## src/rtl/blmlc_regs.svh

```systemverilog
// Operation
// - ROM-to-flash boot selection, then lockable
// - locked flash boot never starts bootloader
// - locked: reject flash read/download/modify commands
// - after lock, selection changes are ignored
// - exactly one boot domain at all times
// - bootloader commands accepted only in ROM boot
// - one-time TEST to NORMAL, no return
// - TEST needs password; NORMAL refuses test commands
`ifndef BLMLC_REGS_SVH
`define BLMLC_REGS_SVH

// one-hot codes of the two boot domains
`define BLMLC_BOOT_ROM_CODE   2'h1
`define BLMLC_BOOT_FLASH_CODE 2'h2
// bit positions inside the boot selection code
`define BLMLC_BOOT_ROM_BIT    0
`define BLMLC_BOOT_FLASH_BIT  1
// one-hot codes of the load sequencer
`define BLMLC_LC_WAIT_CODE    2'h1
`define BLMLC_LC_RUN_CODE     2'h2
// reset values held until the stored copy arrives
`define BLMLC_RST_LOCKED      1'h0
`define BLMLC_RST_NORMAL      1'h0
`define BLMLC_RST_TEST        1'h0

`endif

```

## src/rtl/blmlc_pkg.sv

```systemverilog
`include "blmlc_regs.svh"

package blmlc_pkg;

   // boot domain, one-hot so both-at-once is a visible illegal code
   typedef enum logic [1:0] {
      BLMLC_BOOT_ROM   = `BLMLC_BOOT_ROM_CODE,
      BLMLC_BOOT_FLASH = `BLMLC_BOOT_FLASH_CODE
   } blmlc_boot_e;

   // load sequencer: nothing is honoured until the stored state is in
   typedef enum logic [1:0] {
      BLMLC_LC_WAIT = `BLMLC_LC_WAIT_CODE,
      BLMLC_LC_RUN  = `BLMLC_LC_RUN_CODE
   } blmlc_lc_e;

   // single status flag
   typedef logic blmlc_flag_t;

endpackage

```

## src/rtl/blmlc_top.sv

```systemverilog
`timescale 1ns/1ps
`include "blmlc_regs.svh"

module blmlc_top (
   // clock and reset
   input  wire logic MCLK,
   input  wire logic NRST,
   // stored state, offered once after reset
   input  wire logic NV_LOAD,
   input  wire blmlc_pkg::blmlc_flag_t NV_FLASH_BOOT,
   input  wire logic NV_LOCKED,
   input  wire logic NV_NORMAL,
   // write-back to storage
   output logic      NV_WR,
   output logic      NV_WR_FLASH_BOOT,
   output logic      NV_WR_LOCKED,
   output logic      NV_WR_NORMAL,
   // life-cycle requests, one-cycle pulses
   input  wire logic SEL_FLASH_REQ,
   input  wire logic SEL_ROM_REQ,
   input  wire logic LOCK_REQ,
   input  wire logic NORMAL_REQ,
   // test protocol
   input  wire logic TEST_AUTH_OK,
   input  wire logic TEST_CMD_VALID,
   output logic      TEST_CMD_ACCEPT,
   output logic      TEST_CMD_REJECT,
   // bootloader command packets
   input  wire logic BL_CMD_VALID,
   input  wire logic BL_CMD_FLASH,
   output logic      BL_CMD_ACCEPT,
   output logic      BL_CMD_REJECT,
   // status
   output logic      ROM_BOOT,
   output logic      FLASH_BOOT,
   output logic      BOOT_LOCKED,
   output logic      NORMAL_MODE,
   output logic      TEST_MODE,
   output logic      BL_ENABLE
);
   import blmlc_pkg::*;

   blmlc_lc_e   lc_q;        // load sequencer
   blmlc_boot_e boot_q;      // current boot domain
   blmlc_boot_e boot_d;
   logic        locked_q;    // boot lock, one-way
   logic        normal_q;    // normal mode, one-way
   logic        test_q;      // test session authenticated
   logic        run;         // stored state is in
   logic        load;        // restore strobe
   logic        lock_set;    // accepted lock request
   logic        normal_set;  // accepted normal request
   logic        chg;         // persistent state changes this cycle

   assign run  = (lc_q == BLMLC_LC_RUN);
   assign load = (lc_q == BLMLC_LC_WAIT) && NV_LOAD;

   // sequencer: requests before the stored copy arrives would act on
   // reset values, so they are all ignored until then
   always_ff @(posedge MCLK or negedge NRST) begin
      if (!NRST) begin
         lc_q <= BLMLC_LC_WAIT;
      end else begin
         case (lc_q)
            BLMLC_LC_WAIT: begin
               if (NV_LOAD) begin
                  lc_q <= BLMLC_LC_RUN;
               end
            end
            BLMLC_LC_RUN: begin
               lc_q <= BLMLC_LC_RUN;
            end
            default: begin
               lc_q <= BLMLC_LC_WAIT;   // illegal code: restart safely
            end
         endcase
      end
   end

   // next boot domain; only one code is ever formed
   always_comb begin
      boot_d = boot_q;
      if (load) begin
         boot_d = NV_FLASH_BOOT ? BLMLC_BOOT_FLASH
                                : BLMLC_BOOT_ROM;
      end else if (run && !locked_q) begin
         if (SEL_FLASH_REQ) begin
            boot_d = BLMLC_BOOT_FLASH;
         end else if (SEL_ROM_REQ) begin
            boot_d = BLMLC_BOOT_ROM;
         end
      end
   end

   // boot domain register, one-hot enum keeps domains exclusive
   always_ff @(posedge MCLK or negedge NRST) begin
      if (!NRST) begin
         boot_q <= BLMLC_BOOT_ROM;
      end else begin
         boot_q <= boot_d;
      end
   end

   // lock only from flash boot and not in the same cycle as a move
   // back to ROM, so a locked device is always in flash boot
   assign lock_set = run && LOCK_REQ && !SEL_ROM_REQ &&
                     (boot_q == BLMLC_BOOT_FLASH);
   assign normal_set = run && NORMAL_REQ;

   // one-way lock flag
   blmlc_oneway #(
      .RST_VAL (`BLMLC_RST_LOCKED)
   ) u_lock (
      .clk      (MCLK),
      .rst_n    (NRST),
      .load     (load),
      .load_val (NV_LOCKED && NV_FLASH_BOOT),
      .set      (lock_set),
      .q        (locked_q)
   );

   // one-way normal-mode flag
   blmlc_oneway #(
      .RST_VAL (`BLMLC_RST_NORMAL)
   ) u_normal (
      .clk      (MCLK),
      .rst_n    (NRST),
      .load     (load),
      .load_val (NV_NORMAL),
      .set      (normal_set),
      .q        (normal_q)
   );

   // test session: opened by a valid password, closed for good by
   // normal mode; never survives reset, so each session re-authenticates
   always_ff @(posedge MCLK or negedge NRST) begin
      if (!NRST) begin
         test_q <= `BLMLC_RST_TEST;
      end else if (normal_q || normal_set) begin
         test_q <= 1'b0;
      end else if (run && TEST_AUTH_OK) begin
         test_q <= 1'b1;
      end
   end

   // test command answer, registered one cycle after the request
   always_ff @(posedge MCLK or negedge NRST) begin
      if (!NRST) begin
         TEST_CMD_ACCEPT <= 1'b0;
         TEST_CMD_REJECT <= 1'b0;
      end else begin
         TEST_CMD_ACCEPT <= TEST_CMD_VALID && test_q && !normal_q;
         TEST_CMD_REJECT <= TEST_CMD_VALID &&
                            !(test_q && !normal_q);
      end
   end

   // bootloader answer: only ROM boot serves packets; flash boot (and
   // above all locked flash boot) refuses flash access and all else
   always_ff @(posedge MCLK or negedge NRST) begin
      if (!NRST) begin
         BL_CMD_ACCEPT <= 1'b0;
         BL_CMD_REJECT <= 1'b0;
      end else begin
         BL_CMD_ACCEPT <= BL_CMD_VALID && run &&
                          (boot_q == BLMLC_BOOT_ROM);
         BL_CMD_REJECT <= BL_CMD_VALID &&
                          !(run && boot_q == BLMLC_BOOT_ROM);
      end
   end

   // write-back: every change of persistent state is pushed out with
   // the full new image, so storage never holds a half update
   assign chg = run && ((boot_d != boot_q) ||
                        (lock_set && !locked_q) ||
                        (normal_set && !normal_q));
   always_ff @(posedge MCLK or negedge NRST) begin
      if (!NRST) begin
         NV_WR            <= 1'b0;
         NV_WR_FLASH_BOOT <= 1'b0;
         NV_WR_LOCKED     <= 1'b0;
         NV_WR_NORMAL     <= 1'b0;
      end else begin
         NV_WR <= chg;
         if (chg) begin
            NV_WR_FLASH_BOOT <= (boot_d == BLMLC_BOOT_FLASH);
            NV_WR_LOCKED     <= locked_q || lock_set;
            NV_WR_NORMAL     <= normal_q || normal_set;
         end
      end
   end

   // status, straight from flops
   assign ROM_BOOT    = boot_q[`BLMLC_BOOT_ROM_BIT];
   assign FLASH_BOOT  = boot_q[`BLMLC_BOOT_FLASH_BIT];
   assign BOOT_LOCKED = locked_q;
   assign NORMAL_MODE = normal_q;
   assign TEST_MODE   = test_q && !normal_q;
   // bootloader may start only in ROM boot once state is known
   assign BL_ENABLE   = run && (boot_q == BLMLC_BOOT_ROM);

   boot_onehot_a: assert property (
      @(posedge MCLK) disable iff (!NRST) $onehot(boot_q))
      else $error("boot domain not one-hot");

   lock_flash_a: assert property (
      @(posedge MCLK) disable iff (!NRST)
      locked_q |-> (FLASH_BOOT && !BL_ENABLE))
      else $error("locked device not in flash boot");

   lock_sticky_a: assert property (
      @(posedge MCLK) disable iff (!NRST)
      (run && locked_q) |=> (locked_q && $stable(boot_q)))
      else $error("locked selection changed");

   lock_entry_a: assert property (
      @(posedge MCLK) disable iff (!NRST)
      (run && LOCK_REQ && !locked_q && FLASH_BOOT && !SEL_ROM_REQ)
      |=> (locked_q && FLASH_BOOT))
      else $error("lock request from flash boot not honoured");

   bl_flash_rej_a: assert property (
      @(posedge MCLK) disable iff (!NRST)
      (BL_CMD_VALID && BL_CMD_FLASH && locked_q)
      |=> (BL_CMD_REJECT && !BL_CMD_ACCEPT))
      else $error("flash command served while locked");

   bl_domain_a: assert property (
      @(posedge MCLK) disable iff (!NRST)
      (BL_CMD_VALID && run) |=> (BL_CMD_ACCEPT == $past(ROM_BOOT)))
      else $error("bootloader answer disagrees with domain");

   normal_oneway_a: assert property (
      @(posedge MCLK) disable iff (!NRST)
      (run && normal_q) |=> (normal_q [*3]))
      else $error("normal mode reverted");

   test_entry_a: assert property (
      @(posedge MCLK) disable iff (!NRST)
      $rose(test_q) |-> ($past(TEST_AUTH_OK) && !normal_q))
      else $error("test mode without password");

   test_cmd_a: assert property (
      @(posedge MCLK) disable iff (!NRST)
      (TEST_CMD_VALID && normal_q) |=> TEST_CMD_REJECT)
      else $error("test command served in normal mode");

   nv_store_a: assert property (
      @(posedge MCLK) disable iff (!NRST)
      (run && $past(run) && $rose(locked_q)) |-> (NV_WR && NV_WR_LOCKED))
      else $error("lock not written to storage");

endmodule

```

## src/rtl/blmlc_oneway.sv

```systemverilog
`timescale 1ns/1ps

// one-way flag: restored once from storage, afterwards it can only be set
module blmlc_oneway #(
   parameter logic RST_VAL = 1'b0
) (
   // clock and reset
   input  wire logic clk,
   input  wire logic rst_n,
   // restore from storage
   input  wire logic load,
   input  wire logic load_val,
   // one-way set request
   input  wire logic set,
   // flag
   output logic      q
);

   // apart from reset and the restore, no clear path exists, so a glitch on a set request can only
   // move the flag toward the safe side
   always_ff @(posedge clk or negedge rst_n) begin
      if (!rst_n) begin
         q <= RST_VAL;
      end else if (load) begin
         q <= load_val;       // stored copy wins at start-up
      end else if (set) begin
         q <= 1'b1;
      end
   end

endmodule

```

## config.mk

```make
export PLATFORM = sky130hd
export DESIGN_NAME = blmlc_top
export DESIGN_NICKNAME = d
export VERILOG_FILES = /design/src/rtl/blmlc_pkg.sv /design/src/rtl/blmlc_top.sv /design/src/rtl/blmlc_oneway.sv
export VERILOG_INCLUDE_DIRS = /design/src /design/src/rtl
export SDC_FILE = /design/constraint.sdc
export NUM_CORES = 1
export LEC_CHECK = 0
export BUFFER_PORTS_ARGS = -buffer_cell sky130_fd_sc_hd__buf_2
export CORE_MARGIN = 3
export CORE_UTILIZATION = 30
export CTS_BUF_LIST = sky130_fd_sc_hd__clkbuf_2
export CTS_CLUSTER_DIAMETER = 150
export CTS_CLUSTER_SIZE = 14
export DETAILED_ROUTE_END_ITERATION = 8
export HOLD_SLACK_MARGIN = 0.03
export PLACE_DENSITY = 0.61
export SETUP_SLACK_MARGIN = 0.2
export SYNTH_ARGS = -nofsm -noshare
export SYNTH_HDL_FRONTEND = slang
export SYNTH_SLANG_ARGS = --single-unit
export TNS_END_PERCENT = 30
```

## constraint.sdc

```tcl
create_clock -name MCLK -period 6.1 [get_ports MCLK]
set_input_delay 1.83 -clock MCLK [delete_from_list [all_inputs] [get_ports MCLK]]
set_output_delay 1.83 -clock MCLK [all_outputs]
set_load 0.1 [all_outputs]
```

== After elaboration in Yosys (flattened, before gate mapping) ==
Index checks and enable logic that the tools add are counted.
Cells by class
  equal/unequal tests: 7
  muxes and demuxes: 13
  reduce and logical (&&, ||, !) cells: 31
Operators with widths (count)
  $logic_and 1x1->1: 19
  $mux 2: 6
  $eq 2x2->1 const B: 3
  $mux 1: 6
  $reduce_bool 2->1: 3
  $logic_not 1->1: 5
  $eq 2x1->1 const B: 2
  $logic_or 1x1->1: 4
  $pmux 2 s2: 1
  $ne 2x2->1: 1
  $ne 2x2->1 const B: 1
Storage, ports and cells
  register bits after elaboration: 15
  bits of input ports: 14
  output and inout bits: 14
  word-level logic and storage cells: 64

== Logic depth before layout (Yosys ltp) ==
  word-level depth: 8
  depth in mapped cells: 8
  depth with buffers taken out: 7

== Hierarchy ==
Synthesis repeated with hierarchy kept, for this count alone.
Unflattened totals
  cell total of the unflattened synthesis: 73
  area, all modules: 753.2 um2
Modules (own cells, without submodules)
  blmlc_top: instances 1, cells each 65, area each 678.2 um2, sequential area each 327.8 um2
  blmlc_oneway: instances 2, cells each 4, area each 37.5 um2, sequential area each 25.0 um2

== Least setup slack after synthesis ==
No wires, ideal clock.
  path kind: reg2out
  start: reg u_normal.q
  end: out TEST_MODE
  arrival time: 2.308 ns
  required time: 4.270 ns
  path slack: 1.962 ns
  cell stages (with the launch flop): 2
  buffers on the path: 0
  cell sequence: dfrtp_1 nor2b_1
Between the ends
  word-level cells in the longest chain between the ends: 2
Ends and longest elaborated chain
  from (decl): line blmlc_oneway.sv:16  | output logic q
  from (signal assigned): line blmlc_oneway.sv:25  | q <= load_val;
  $logic_not 1->1: line blmlc_top.sv:198  | assign TEST_MODE = test_q && !normal_q;
  $logic_and 1x1->1: line blmlc_top.sv:198
  to (decl): line blmlc_top.sv:38  | output logic TEST_MODE,
No other way between the ends.

== Worst setup path in the final report ==
  start: reg lc_q[0]
  end: out BL_ENABLE
Between the ends
  word-level cells in the longest chain between the ends: 2
Ends and longest elaborated chain
  from (decl): line blmlc_top.sv:43  | blmlc_lc_e lc_q;
  from (signal assigned): line blmlc_top.sv:62  | lc_q <= BLMLC_LC_WAIT;
  from (signal assigned): line blmlc_top.sv:67  | lc_q <= BLMLC_LC_RUN;
  from (signal assigned): line blmlc_top.sv:71  | lc_q <= BLMLC_LC_RUN;
  $eq 2x2->1: line blmlc_top.sv:55  | assign run = (lc_q == BLMLC_LC_RUN);
  $logic_and 1x1->1: line blmlc_top.sv:200  | assign BL_ENABLE = run && (boot_q == BLMLC_BOOT_ROM);
  to (decl): line blmlc_top.sv:39  | output logic BL_ENABLE
No other way between the ends.

==> out/qor.yml <==
status: "completed"
critical-path-max-stage-delay_ps: 430
drtIter0Drc: 2
rsz0062_at_grt: "no"
die_x_um: 55.1
synth_compound_area_share_pct: 16.4
globalRouteTotalUtil_pct: 10.8
max_slew_margin_pct: 67.6
syn-num-nets: 84
period_share_pct: 58.3
multi_input_area_um2: 305
path_buf_inv: 2
cts_tree: "done"
setup-violations-final: 0
cts.sinks: 15
totalWireLength_mm: 1.50
syn_to_final_growth_pct: 24.0
startpoint_type: "flip-flop"
drc_errors: 0
syn_area_um2: 724
antenna_found_initial: 0
post_cts_resized: 0
ys.flop_type: "dfrtp_1"
fillers: 245
fp-row-count: 17
grt_first_pass_wirelength_mm: 2.33
h-tree-depth: 1
hold_viol: 0
synth_adder_area_share_pct: 3.45
crit_chain: "inv_1 -> ha_1 -> and2_1 -> buf_2"
diodes: 0
fin_skew_ps: 2.67
final_util_pct: 39.8
drive_gt1_share_pct: 40.2
clk_pin_slew_ps: 150
synth_cells: 68
synth_mux_area_share_pct: 4.84
synth_area_leaders: "dfrtp_1 45%, dfstp_2 7.3%, nor2b_1 5.2%, a21oi_1 4.8%, inv_1 4.1%"
finalSetupTns_ps: 0
ys_types: 26
wire_per_inst_um: 12.0
slowest_stage: "buf_2"
hpwlAfterDp_mm: 1.21
end_kind: "output port"
vias_per_cell: 4.55
critPathTopFamily: "buffers and inverters"
synthTopCellsByCount: "13 x dfrtp_1, 8 x inv_1, 7 x a21oi_1"
synth-xor-area-share_pct: 0
place.gp.congestion: 0.803
slew_violations: 0
min_path_type: "reg2reg"
grt_overflow: 0
ys_async_sr_fraction_pct: 100
worst_pin_slew_ps: 490
ys.warnings.count: 0
ant_nets: 0
die_h_um: 55.1
crit_required_ps: 4270
cap_violations: 0
arrival_ps: 1730
synthSimpleGateAreaFrac_pct: 17.4
max_freq_mhz: 281
avgSynthCellArea_um2: 10.7
yosysMostFrequentCell: "dfrtp_1"
first_pass_iters: 2
fp.dieArea_um2: 3040
synth_top_family_by_area: "simple AND/OR/NAND/NOR gates"
start_util_pct: 32.1
route.vias.total: 569
root_buffer: "clkbuf_2"
seq_area_frac_synth_pct: 52.2
cts_buffers: 3
critical_path.max_fanout: 9
portBuffers: 26
postCtsSetupBuffers: 0
clk_latency_ps: 280
synth_seq_cells: 15
core-area_um2: 2250
grt_max_degree: 16
setup.worst_path.class: "reg2out"
hold_buffers: 0
seq_area_um2: 378
min_period_ps: 3560
io-pin-count: 28
clockBufferDepth: 2
synth_top_cell_by_area: "dfrtp_1"
yosysTopAreaCellShare_pct: 44.9
synth_edf_count: 0
final_net_count: 114
grt_pass1_vias: 534
## final cells by class
cell class | count | share of cell area, %
Clock buffer | 4 | 2.23
Inverter | 8 | 3.34
Multi-Input combinational cell | 44 | 34.0
Sequential cell | 15 | 42.1
Tap cell | 28 | 3.90
Timing Repair Buffer | 26 | 14.5
## kinds of logic after synthesis
| logic type | count (synthesis) |
|---|---|
| AND/OR/NAND/NOR | 22 |
| buffers and inverters | 9 |
| AO/OA/AOI/OAI | 17 |
| multiplexers | 3 |
| adder cells (fa/ha/maj) | 2 |
| flip-flops | 15 |
## flip-flops by register name, indices dropped and copies added, names as in the netlist
name	count
NV_WR_NORMAL	1
TEST_CMD_REJECT	1
BL_CMD_REJECT	1
lc_q	2
NV_WR_FLASH_BOOT	1
BL_CMD_ACCEPT	1
u_normal.q	1
u_lock.q	1
TEST_CMD_ACCEPT	1
boot_q	2
test_q	1
NV_WR	1
NV_WR_LOCKED	1
## worst register-to-register path, delay by kind of cell, from the launching register on
kind | cells | cell delay (ps)
AOI/OAI and AO/OA | 3 | 610
muxes | 1 | 330
adders and majority gates | 1 | 310
buffers and inverters | 1 | 50
and+or+nand+nor | 1 | 200
DFF | 1 | 570
## stage by stage
stage | area, um^2 | instances | worst slack (ps) | hold slack (ps)
3_3_place_gp | 878 | 121 | 2810 | 492
5_1_grt | 898 | 125 | 2440 | 556
3_5_place_dp | 878 | 121 | 2790 | 505
6_report | 898 | 125 | 2540 | 528
2_1_floorplan | 724 | 68 | 1960 | 477
4_1_cts | 898 | 125 | 2520 | 529
## final timing paths
path                       startpoint               end  slack (ps)  cells after the start
max in group asynchronous        NRST           lc_q[0]        4390                      1
max reg2reg                   lc_q[0]  NV_WR_FLASH_BOOT        3930                      7
min in group asynchronous        NRST      NV_WR_LOCKED        1420                      1
max                           lc_q[0]         BL_ENABLE        2540                      4
min                           lc_q[0]           lc_q[0]         530                      2
min reg2reg                   lc_q[0]           lc_q[0]         530                      2
## placed cells by master, fill, tap and decap left out
cell / netlist / final
buf_2: 0 / 26
dfrtp_1: 13 / 13
inv_1: 8 / 8
a21oi_1: 7 / 7
nor2b_1: 6 / 6
nand2_1: 5 / 5
nor2_1: 4 / 4
clkbuf_2: 0 / 4
o21ai_0: 2 / 2
and2_1: 2 / 2
mux2i_1: 2 / 2
ha_1: 2 / 2
dfstp_2: 2 / 2
or2_2: 1 / 1
nand3b_2: 1 / 1
a21boi_2: 1 / 1
and3_1: 1 / 1
o22ai_1: 1 / 1
nor4bb_1: 1 / 1
o221ai_2: 1 / 1
or3b_1: 1 / 1
a21oi_2: 1 / 1
o21ai_2: 1 / 1
o21a_1: 1 / 1
mux2_4: 1 / 1
o31ai_1: 1 / 1
o31a_1: 1 / 1
## metal layers
| layer | routed length (um) | track usage (%) | vias up | part of all wire, % |
|---|---|---|---|---|
| met5 | 0 | 0 | - | 0 |
| met4 | 12 | 4.86 | 0 | 0.80 |
| met3 | 110 | 2.68 | 2 | 7.3 |
| met2 | 667 | 16.5 | 21 | 44 |
| met1 | 713 | 14.2 | 260 | 47 |
| li1 | - | - | 286 | - |
Power is not shown: default switching activity piles up to over one toggle a cycle in this logic, so the estimate is an artifact.
